**config.mk**
```make
export PLATFORM = sky130hd
export DESIGN_NAME = dpl_loader
export DESIGN_NICKNAME = d
export VERILOG_FILES = /design/src/dpl_word_pack.v /design/src/dpl_loader.v
export VERILOG_INCLUDE_DIRS = /design/src
export SDC_FILE = /design/constraint.sdc
export NUM_CORES = 1
export LEC_CHECK = 0
export CAP_MARGIN = 15
export CORE_UTILIZATION = 45
export DETAILED_ROUTE_END_ITERATION = 8
export DONT_BUFFER_PORTS = 1
export HOLD_SLACK_MARGIN = 0.06
export PLACE_DENSITY = 0.7
export SYNTH_ARGS = -nofsm -noshare
export SYNTH_HDL_FRONTEND = slang
export SYNTH_SLANG_ARGS = --single-unit
```
**constraint.sdc**
```tcl
create_clock -name clock -period 2.4 [get_ports clock]
set_clock_uncertainty 0.1 [all_clocks]
set_input_delay 0.48 -clock clock [delete_from_list [all_inputs] [get_ports clock]]
set_output_delay 0.48 -clock clock [all_outputs]
set_load 0.005 [all_outputs]
```
**src/dpl_consts.vh**
```
// Purpose: Constants for the DSP program image loader
// Assumes: Byte stream from the boot EEPROM byte engine
// Notes:   Offsets count bytes from the first byte of a block
`ifndef DPL_CONSTS_VH
`define DPL_CONSTS_VH
`define DPL_HDR_BYTES     8'h0c
`define DPL_WORD_BYTES    3'h7
`define DPL_TRL_ZEROS     3'h5
`define DPL_TERM_ID_HI    8'h00
`define DPL_TERM_ID_LO    8'h1f
`define DPL_TERM_ZEROS    5'h10
`define DPL_TERM_LEN      5'h14
`define DPL_TERM_HI_POS   5'h02
`define DPL_TERM_LO_POS   5'h03
`define DPL_LOW_MSB       47
`define DPL_WORD_MASK     56'h3f_ffff_ffff_ffff
`define DPL_VALID_BITS    54
`endif

```
**src/dpl_word_pack.v**
```verilog
// Purpose: Packs seven bytes into one program word
// Assumes: Bytes arrive least significant first
// Notes:   Index selects the byte lane
`timescale 1ns/1ps
`include "dpl_consts.vh"
module dpl_word_pack (
  // Clock and reset
  input  wire        clock,
  input  wire        resetn,
  // Byte in
  input  wire        load,
  input  wire [2:0]  index,
  input  wire [7:0]  data,
  // Word out
  output wire [55:0] word
);
  genvar g;
  generate
    for (g = 0; g < `DPL_WORD_BYTES; g = g + 1) begin : lane
      localparam [2:0] LANE = g;
      reg [7:0] byte_q;
      always @(posedge clock or negedge resetn) begin
        if (!resetn)
          byte_q <= 8'h00;
        else if (load && index == LANE)
          byte_q <= data;
      end
      assign word[8*g+7:8*g] = byte_q;
    end
  endgenerate
endmodule

```
**src/dpl_loader.v**
```verilog
// Purpose: Parses program-memory and termination blocks of the boot image
// Assumes: Header parser gives block type and payload length ahead of payload
// Notes:   One byte per valid cycle; block begins with first payload byte
//          After the termination block the loader halts until reset
`timescale 1ns/1ps
`include "dpl_consts.vh"
module dpl_loader #(
  parameter AW = 12,
  parameter LW = 16
) (
  // Clock and reset
  input  wire          clock,
  input  wire          resetn,
  // Block start, from header parser
  input  wire          blk_start,
  input  wire          blk_term,
  input  wire [LW-1:0] blk_words,
  input  wire [15:0]   blk_sum_init,
  // Byte stream
  input  wire          byte_valid,
  input  wire [7:0]    byte_data,
  output wire          byte_ready,
  // Program memory write
  output reg           pm_we,
  output reg  [AW-1:0] pm_addr,
  output reg  [55:0]   pm_data,
  // Status
  output reg           busy,
  output reg           pm_done,
  output reg           pm_error,
  output reg           term_error,
  output reg           load_done
);
  // ----------------------------------------------------------------
  // State codes
  // ----------------------------------------------------------------
  localparam S_IDLE = 3'h0;
  localparam S_WORD = 3'h1;
  localparam S_TZERO = 3'h2;
  localparam S_TMS = 3'h3;
  localparam S_TLS = 3'h4;
  localparam S_TERM = 3'h5;
  localparam S_STOP = 3'h6;

  // ----------------------------------------------------------------
  // Registers
  // ----------------------------------------------------------------
  reg [2:0]    state_q;
  reg [2:0]    bidx_q;
  reg [LW-1:0] wleft_q;
  reg [15:0]   sum_q;
  reg [7:0]    ck_ms_q;
  reg [4:0]    tcnt_q;
  reg          tbad_q;
  reg [AW-1:0] next_addr_q;
  wire [55:0]  word;
  wire         take;
  wire [15:0]  sum_add;
  wire         word_end;

  // ----------------------------------------------------------------
  // Byte handshake
  // ----------------------------------------------------------------
  assign take = byte_valid && byte_ready;
  assign byte_ready = (state_q != S_IDLE) && (state_q != S_STOP);
  assign sum_add = sum_q + {8'h00, byte_data};
  assign word_end = take && (state_q == S_WORD) && (bidx_q == `DPL_WORD_BYTES - 3'h1);

  // ----------------------------------------------------------------
  // Word packer
  // ----------------------------------------------------------------
  dpl_word_pack u_pack (
    .clock  (clock),
    .resetn (resetn),
    .load   (take && state_q == S_WORD),
    .index  (bidx_q),
    .data   (byte_data),
    .word   (word)
  );

  // ----------------------------------------------------------------
  // Running checksum
  // ----------------------------------------------------------------
  // Trailer zeros and checksum bytes stay out of the sum
  always @(posedge clock or negedge resetn) begin
    if (!resetn)
      sum_q <= 16'h0000;
    else if (state_q == S_IDLE && blk_start && !blk_term)
      sum_q <= blk_sum_init;
    else if (take && state_q == S_WORD)
      sum_q <= sum_add;
  end

  // ----------------------------------------------------------------
  // Program memory write
  // ----------------------------------------------------------------
  always @(posedge clock or negedge resetn) begin
    if (!resetn) begin
      pm_we       <= 1'b0;
      pm_addr     <= {AW{1'b0}};
      pm_data     <= 56'h0;
      next_addr_q <= {AW{1'b0}};
    end else begin
      pm_we <= word_end;
      if (word_end) begin
        pm_addr     <= next_addr_q;
        // Bits above the valid field are forced to zero
        pm_data     <= {byte_data, word[`DPL_LOW_MSB:0]} & `DPL_WORD_MASK;
        next_addr_q <= next_addr_q + {{(AW-1){1'b0}}, 1'b1};
      end
    end
  end

  // ----------------------------------------------------------------
  // Block parser
  // ----------------------------------------------------------------
  always @(posedge clock or negedge resetn) begin
    if (!resetn) begin
      state_q     <= S_IDLE;
      bidx_q      <= 3'h0;
      wleft_q     <= {LW{1'b0}};
      ck_ms_q     <= 8'h00;
      tcnt_q      <= 5'h00;
      tbad_q      <= 1'b0;
      busy        <= 1'b0;
      pm_done     <= 1'b0;
      pm_error    <= 1'b0;
      term_error  <= 1'b0;
      load_done   <= 1'b0;
    end else begin
      case (state_q)
        S_IDLE: begin
          if (blk_start) begin
            busy   <= 1'b1;
            bidx_q <= 3'h0;
            tcnt_q <= 5'h00;
            tbad_q <= 1'b0;
            if (blk_term) begin
              state_q <= S_TERM;
            end else begin
              // Payload follows header at block byte 12
              wleft_q  <= blk_words;
              pm_error <= 1'b1;
              pm_done  <= 1'b0;
              state_q  <= (blk_words == {LW{1'b0}}) ? S_TZERO : S_WORD;
            end
          end
        end
        S_WORD: begin
          if (take) begin
            if (word_end) begin
              bidx_q  <= 3'h0;
              wleft_q <= wleft_q - {{(LW-1){1'b0}}, 1'b1};
              if (wleft_q == {{(LW-1){1'b0}}, 1'b1})
                state_q <= S_TZERO;
            end else begin
              bidx_q <= bidx_q + 3'h1;
            end
          end
        end
        S_TZERO: begin
          if (take) begin
            // Trailer bytes count as zero in the sum
            if (byte_data != 8'h00)
              tbad_q <= 1'b1;
            if (bidx_q == `DPL_TRL_ZEROS - 3'h1) begin
              bidx_q  <= 3'h0;
              state_q <= S_TMS;
            end else begin
              bidx_q <= bidx_q + 3'h1;
            end
          end
        end
        S_TMS: begin
          if (take) begin
            ck_ms_q <= byte_data;
            state_q <= S_TLS;
          end
        end
        S_TLS: begin
          if (take) begin
            busy    <= 1'b0;
            state_q <= S_IDLE;
            // Error stays set unless the trailer zeros are clean and the checksum matches
            if (!tbad_q && {ck_ms_q, byte_data} == sum_q) begin
              pm_error <= 1'b0;
              pm_done  <= 1'b1;
            end else begin
              pm_done  <= 1'b0;
            end
          end
        end
        S_TERM: begin
          if (take) begin
            tcnt_q <= tcnt_q + 5'h01;
            // Each termination byte checked against its fixed value
            if (tcnt_q == `DPL_TERM_HI_POS && byte_data != `DPL_TERM_ID_HI)
              tbad_q <= 1'b1;
            else if (tcnt_q == `DPL_TERM_LO_POS && byte_data != `DPL_TERM_ID_LO)
              tbad_q <= 1'b1;
            else if (tcnt_q < `DPL_TERM_HI_POS && byte_data != 8'h00)
              tbad_q <= 1'b1;
            else if (tcnt_q >= `DPL_TERM_LEN - `DPL_TERM_ZEROS && byte_data != 8'h00)
              tbad_q <= 1'b1;
            if (tcnt_q == `DPL_TERM_LEN - 5'h01) begin
              // Last block: stop accepting bytes
              busy       <= 1'b0;
              load_done  <= 1'b1;
              term_error <= tbad_q || (byte_data != 8'h00);
              state_q    <= S_STOP;
            end
          end
        end
        S_STOP: begin
          // Halted until reset
          state_q <= S_STOP;
        end
        default: begin
          state_q <= S_IDLE;
        end
      endcase
    end
  end
endmodule

```
==> results of run 1 <==
area by class of cell:
type | instances | area share (%)
Timing Repair Buffer | 21 | 1.910
Clock buffer | 19 | 4.588
Sequential cell | 184 | 48.80
Multi-Input combinational cell | 505 | 39.74
Clock inverter | 12 | 1.498
Inverter | 9 | 0.3580
Tap cell | 234 | 3.103
cell families after synthesis:
kind of cell,synth area share (%)
buf+inv,2.545
mux,16.57
xor+xnor,3.584
other cells,0.04384
fa+ha+maj,2.867
flops,53.83
simple gates,11.78
compound gates,8.777
critical path, stage by stage, from the launching register on:
cell and delay [ns]:
dfrtp_1 0.44, buf_4 0.20, inv_1 0.14, nor2_1 0.08, or3_1 0.43
per-layer routing:
metal | vias to the layer above | track usage, % | wire, µm
li1 | 2620 | - | -
met1 | 2806 | 26.79 | 8337
met2 | 144 | 29.66 | 8392
met3 | 25 | 5.919 | 1092
met4 | 0 | 6.362 | 326
met5 | - | 0 | 0
report_power, final:
group,switching [mW],internal (mW),total (mW)
clock network,1.22,1.55,2.77
logic,1.28,1.12,2.39
registers,0.525,3.69,4.22
total,3.02,6.35,9.38
layout by cell type (no fill, tap or decap), types with 4 or more instances in the layout:
master and count:
nand3_1 20, dlygate4sd3_1 4, inv_1 9, nor4_1 10, xor2_1 15, a21oi_1 31
nor3b_1 5, dfrtp_1 184, xnor2_1 20, o21ai_1 4, nand2_1 63, a211oi_1 5
mux2_2 125, clkbuf_16 17, o21ai_0 42, buf_4 16, a31oi_1 6, ha_1 18
nand4_1 6, and3_1 5, nor2_1 48, nor3_1 17
registers in the layout, indices dropped and copies added (netlist names), 5 cells and up:
name and cells:
pm_addr 12, wleft_q 16, next_addr_q 12, ck_ms_q 8, tcnt_q 5, u_pack.lane.byte_q 48
sum_q 16, pm_data 54
synthesized netlist by cell type (5+ instances only):
| cell | instances | area (µm²) |
|---|---|---|
| o21ai_0 | 42 | 210.2 |
| ha_1 | 18 | 225.2 |
| xor2_1 | 15 | 131.4 |
| nand4_1 | 6 | 37.54 |
| nor4_1 | 10 | 62.56 |
| inv_1 | 9 | 33.78 |
| a21oi_1 | 31 | 155.2 |
| a31oi_1 | 6 | 37.54 |
| buf_2 | 18 | 90.09 |
| a211oi_1 | 5 | 37.54 |
| nor2_1 | 48 | 180.2 |
| xnor2_1 | 20 | 175.2 |
| and3_1 | 5 | 31.28 |
| nor3b_1 | 5 | 37.54 |
| mux2_2 | 125 | 1408 |
| nand3_1 | 20 | 100.1 |
| clkbuf_1 | 13 | 48.80 |
| nand2_1 | 63 | 236.5 |
| nor3_1 | 17 | 85.08 |
| dfrtp_1 | 184 | 4604 |
worst max-delay path by stage:
| stage | endpoint | slack (ns) | from | depth (start not counted) |
|---|---|---|---|---|
| 2_1_floorplan | pm_error | 0.21 | byte_data[7] | 5 |
| 3_3_place_gp | sum_q[14] | 0.11 | byte_data[0] | 8 |
| 3_5_place_dp | sum_q[14] | 0.04 | byte_data[0] | 8 |
| 4_1_cts | byte_ready | 0.09 | state_q[1] | 4 |
| 5_1_grt | sum_q[14] | 0.02 | sum_q[0] | 9 |
| 6_report | byte_ready | 0.11 | state_q[1] | 4 |
timing repair:
item / 4_1_cts / 5_1_grt
setup buffers: 0 / 1
endpoints found under the setup margin: 0 / 1
gates resized for setup: 0 / 0
hold buffers: 2 / 2
endpoints found under the hold margin: 186 / 186
==> out/metrics.csv, run 1 <==
stage;metric;value;unit
power_and_ir_drop;leakage;4.373;nW
drt;wl_per_cell;18.44;µm
floorplan;die_area;19560;µm²
timing;hold_viol_final;184;
place;dpl-instance-area;8813;µm²
grt;grt_overflow;0;
run;maxCapViolations;0;
logic_synthesis;async_flop_share;100.0;%
timing;slew_headroom;58.90;%
clock_tree;cts-buffers-inserted;17;
clock_tree;cts_tree;done;
timing;setup_tns;0;ns
finish;final_util;50.61;%
floorplan;die_height;139.9;µm
clock_tree;cts_buffer_depth;2;
drt;post-route-drc-count;1;
worst_hold_path;min_path_type;primary input to async pin;
grt;grt_pass1_wl;29350;µm
timing;worstMarginPinSlew;0.6100;ns
drt;initialDrtViolationCount;411;
floorplan;ioPinCount;120;
power_and_ir_drop;power_density;993.9;nW/µm²
clock_tree;worst_skew_pair.late_latency;0.43;ns
place;dp_hpwl;12270;µm
timing;fin_ws;0.1072;ns
floorplan;die_x;139.9;µm
setup_path;cp-start-kind;flip-flop;
grt;grtUsageTotal;19.57;%
logic_synthesis;synth_cell_types;68;
timing;finalSetupViolations;0;
logic_synthesis;synth_cells;734;
place;place_ws;0.04399;ns
power_and_ir_drop;ir_worst_vdd;0.0005040;V
logic_synthesis;ys_warn_count;0;
floorplan;num_rows;50;
setup_path;r2r.worst_path.cells;9;
drt;wl;18150;µm
outcome;outcome;complete, but fails checks;
setup_path;required;1.82;ns
setup_path;critPathMaxFanout;6;
drt;drtPass1Iterations;7;
timing;post-route-period-util;95.53;%
floorplan;initial_utilization;45.88;%
logic_synthesis;synth_seq_cells;184;
drt;routed-via-count;5595;
outcome;violations;DRC, hold timing;
clock_tree;cts_max_level;4;
finish;area_growth;10.31;%
grt;grt_pass1_vias;5348;
grt;antenna_found_initial;0;
finish;diodes;0;
clock_tree;cts.sinks;184;
place;place_inst;948;
clock_tree;path_clk_slew;0.07;ns
place;place.gp.congestion;0.9029;
finish;final_cell_count_no_fill;984;
finish;fill_cells;1657;
logic_synthesis;synth-edff-count;0;
finish;fin_area;9435;µm²
setup_path;timing_worst_setup_path_type;flip-flop to output port;
floorplan;core;18640;µm²
finish;layout-drive-gt1-share;24.93;%
logic_synthesis;synth_ff_type;dfrtp_1;
setup_path;end_kind;output port;
finish;multi_input_area;3750;µm²
drt;vias_per_cell;5.686;
timing;fin_crit;2.293;ns
setup_path;rrSetupSlack;0.17;ns
timing;whs;-0.3599;ns
drt;postRouteAntennaNets;0;
timing;fmax;436.1;MHz
setup_path;timing.rr.end;sum_q[14];
grt;grt_max_degree;185;
logic_synthesis;syn-cell-area;8553;µm²
timing;slew_violations;0;
logic_synthesis;seq_area_frac_synth;53.83;%
setup_path;cp.arrival;1.71;ns
setup_path;r2r_start;sum_q[0];
finish;final-seq-area;4604;µm²
logic_synthesis;avgSynthCellArea;11.65;µm²
finish;nets;802;
power_and_ir_drop;p_total;9.378;mW
clock_tree;cts-root-buf;clkbuf_16;
timing;rsz0062_at_grt;no;
place;port_buffers;0;
(Power assumes the default switching activity.)
==> inputs of run 2 (changes only) <==
--- a/config.mk
+++ b/config.mk
@@ -7,11 +7,11 @@
 export NUM_CORES = 1
 export LEC_CHECK = 0
 export CAP_MARGIN = 15
-export CORE_UTILIZATION = 45
+export CORE_UTILIZATION = 50
 export DETAILED_ROUTE_END_ITERATION = 8
 export DONT_BUFFER_PORTS = 1
 export HOLD_SLACK_MARGIN = 0.06
-export PLACE_DENSITY = 0.7
+export PLACE_DENSITY = 0.75
 export SYNTH_ARGS = -nofsm -noshare
 export SYNTH_HDL_FRONTEND = slang
 export SYNTH_SLANG_ARGS = --single-unit
==> run 2 against run 1 <==
Compared with the run above: sequential share of layout area rose by 0.34 points; highest routed layer unchanged; the flow finishes with violations (hold timing); clock power fell by 3%; maximum frequency fell by 0.17%; combinational power is 2% higher.
==> out/metrics.csv, run 2 (same netlist as run 1, synthesis figures left out) <==
stage;metric;value;unit
finish;top_regs;pm_data: 54 flops, u_pack.lane.byte_q: 48 flops;
run;maxCapViolations;0;
drt;wl;18920;µm
clock_tree;cts_tree;done;
timing;slew_headroom;61.40;%
finish;final_cell_count_no_fill;965;
place;place.gp.congestion;0.8897;
timing;hold_viol_final;184;
power_and_ir_drop;leakage;4.347;nW
finish;area_growth;9.552;%
grt;grt_overflow;0;
setup_path;required;1.82;ns
power_and_ir_drop;p_seq_share;45.2;%
finish;final-seq-area;4604;µm²
setup_path;cp-start-kind;flip-flop;
finish;layout_commonest_cell;dfrtp_1;
place;dpl-instance-area;8793;µm²
timing;fin_crit;2.297;ns
floorplan;initial_utilization;51.39;%
timing;fin_ws;0.1032;ns
clock_tree;path_clk_slew;0.07;ns
drt;initialDrtViolationCount;467;
timing;worstMarginPinSlew;0.5730;ns
setup_path;cp.arrival;1.72;ns
outcome;violations;hold timing;
outcome;outcome;complete, but fails checks;
place;port_buffers;0;
drt;routed-via-count;5650;
setup_path;timing.rr.end;pm_data[38];
floorplan;die_height;132.8;µm
timing;whs;-0.3612;ns
timing;finalSetupViolations;0;
clock_tree;cts.sinks;184;
drt;vias_per_cell;5.855;
grt;antenna_found_initial;0;
finish;multi_input_area;3759;µm²
drt;post-route-drc-count;0;
finish;diodes;0;
drt;postRouteAntennaNets;0;
timing;slew_violations;0;
floorplan;die_area;17630;µm²
power_and_ir_drop;p_int;6.288;mW
drt;drtPass1Iterations;5;
clock_tree;cts-buffers-inserted;17;
place;place_ws;0.06740;ns
floorplan;ioPinCount;120;
floorplan;die_x;132.8;µm
place;dp_hpwl;13030;µm
grt;grtUsageTotal;22.66;%
clock_tree;cts_buffer_depth;2;
clock_tree;cts-root-buf;clkbuf_16;
power_and_ir_drop;pwr-share-comb;26.1;%
timing;fmax;435.4;MHz
grt;grt_max_degree;185;
power_and_ir_drop;power_density;996.5;nW/µm²
setup_path;rrSetupSlack;0.18;ns
timing;setup_tns;0;ns
finish;layout-drive-gt1-share;25.10;%
clock_tree;worst_skew_pair.late_latency;0.43;ns
finish;fin_area;9370;µm²
finish;mostFrequentLayoutCells;dfrtp_1 (184), mux2_2 (125), nand2_1 (63);
finish;fill_cells;1363;
worst_hold_path;min_path_type;primary input to async pin;
floorplan;core;16640;µm²
finish;largest_register;pm_data;
timing;post-route-period-util;95.70;%
setup_path;critPathMaxFanout;16;
floorplan;num_rows;47;
setup_path;r2r_start;bidx_q[0];
finish;nets;796;
clock_tree;cts_max_level;4;
grt;grt_pass1_vias;5735;
power_and_ir_drop;netSwitchingFraction;32.65;%
power_and_ir_drop;clockPowerShare;28.7;%
place;place_inst;932;
finish;largest_reg_flops;54;
grt;grt_pass1_wl;30990;µm
power_and_ir_drop;ir_worst_vdd;0.0006017;V
setup_path;timing_worst_setup_path_type;flip-flop to output port;
setup_path;end_kind;output port;
drt;wl_per_cell;19.60;µm
power_and_ir_drop;p_sw;3.049;mW
setup_path;r2r.worst_path.cells;6;
timing;rsz0062_at_grt;no;
[run 2: worst max path at each step]
stage | from | to | slack (ns)
6_report | state_q[1] | byte_ready | 0.10
5_1_grt | bidx_q[0] | state_q[0] | 0.007
4_1_cts | state_q[1] | byte_ready | 0.09
3_5_place_dp | byte_data[0] | sum_q[10] | 0.07
3_3_place_gp | byte_data[0] | sum_q[12] | 0.12
2_1_floorplan | byte_data[7] | pm_error | 0.21
[run 2: power by group through the flow]
| stage | logic (mW) | registers, mW | clock network [mW] |
|---|---|---|---|
| global route | 2.72 | 4.30 | 2.87 |
| detailed placement | 2.40 | 4.26 | 0 |
| CTS | 2.41 | 4.21 | 2.74 |
| floorplan | 1.98 | 4.07 | 0 |
| finish | 2.44 | 4.22 | 2.68 |
| global placement | 2.29 | 4.22 | 0 |
[run 2: area by class of cell]
| type | count | share of cell area, % |
|---|---|---|
| multi-input cells | 505 | 40.11 |
| flip-flops and latches | 184 | 49.14 |
| clock buffers | 21 | 4.807 |
| well taps | 220 | 2.938 |
| repair buffers | 15 | 1.469 |
| clock inverters | 11 | 1.175 |
| inverters | 9 | 0.3605 |
[run 2: critical path, cell delays in order (launching register included)]
cell	delay, ns
dfrtp_1	0.43
buf_4	0.23
inv_1	0.15
nor2_1	0.08
or3_1	0.41
[run 2: per-stage QoR]
step                total power, mW  utilization [%]  hold WS, ns
floorplan                     6.056                -      0.08441
global placement              6.518            52.84      0.08865
detailed placement            6.657            52.84      0.08978
CTS                           9.362            56.21      -0.3715
global route                  9.889            56.30      -0.3823
finish                        9.337            56.30      -0.3612
[run 2: per-layer routing]
layer / wire, µm / up-vias / track usage (%)
met5: 0 / - / 0
li1: - / 2607 / -
met2: 9205 / 165 / 36.27
met4: 377 / 0 / 7.982
met3: 1276 / 28 / 6.015
met1: 8057 / 2850 / 29.74
[run 2: repair_timing]
item	CTS	global route
setup endpoints to repair	0	3
hold endpoints to repair	184	184
gates resized for setup	0	2
buffers inserted	0	1
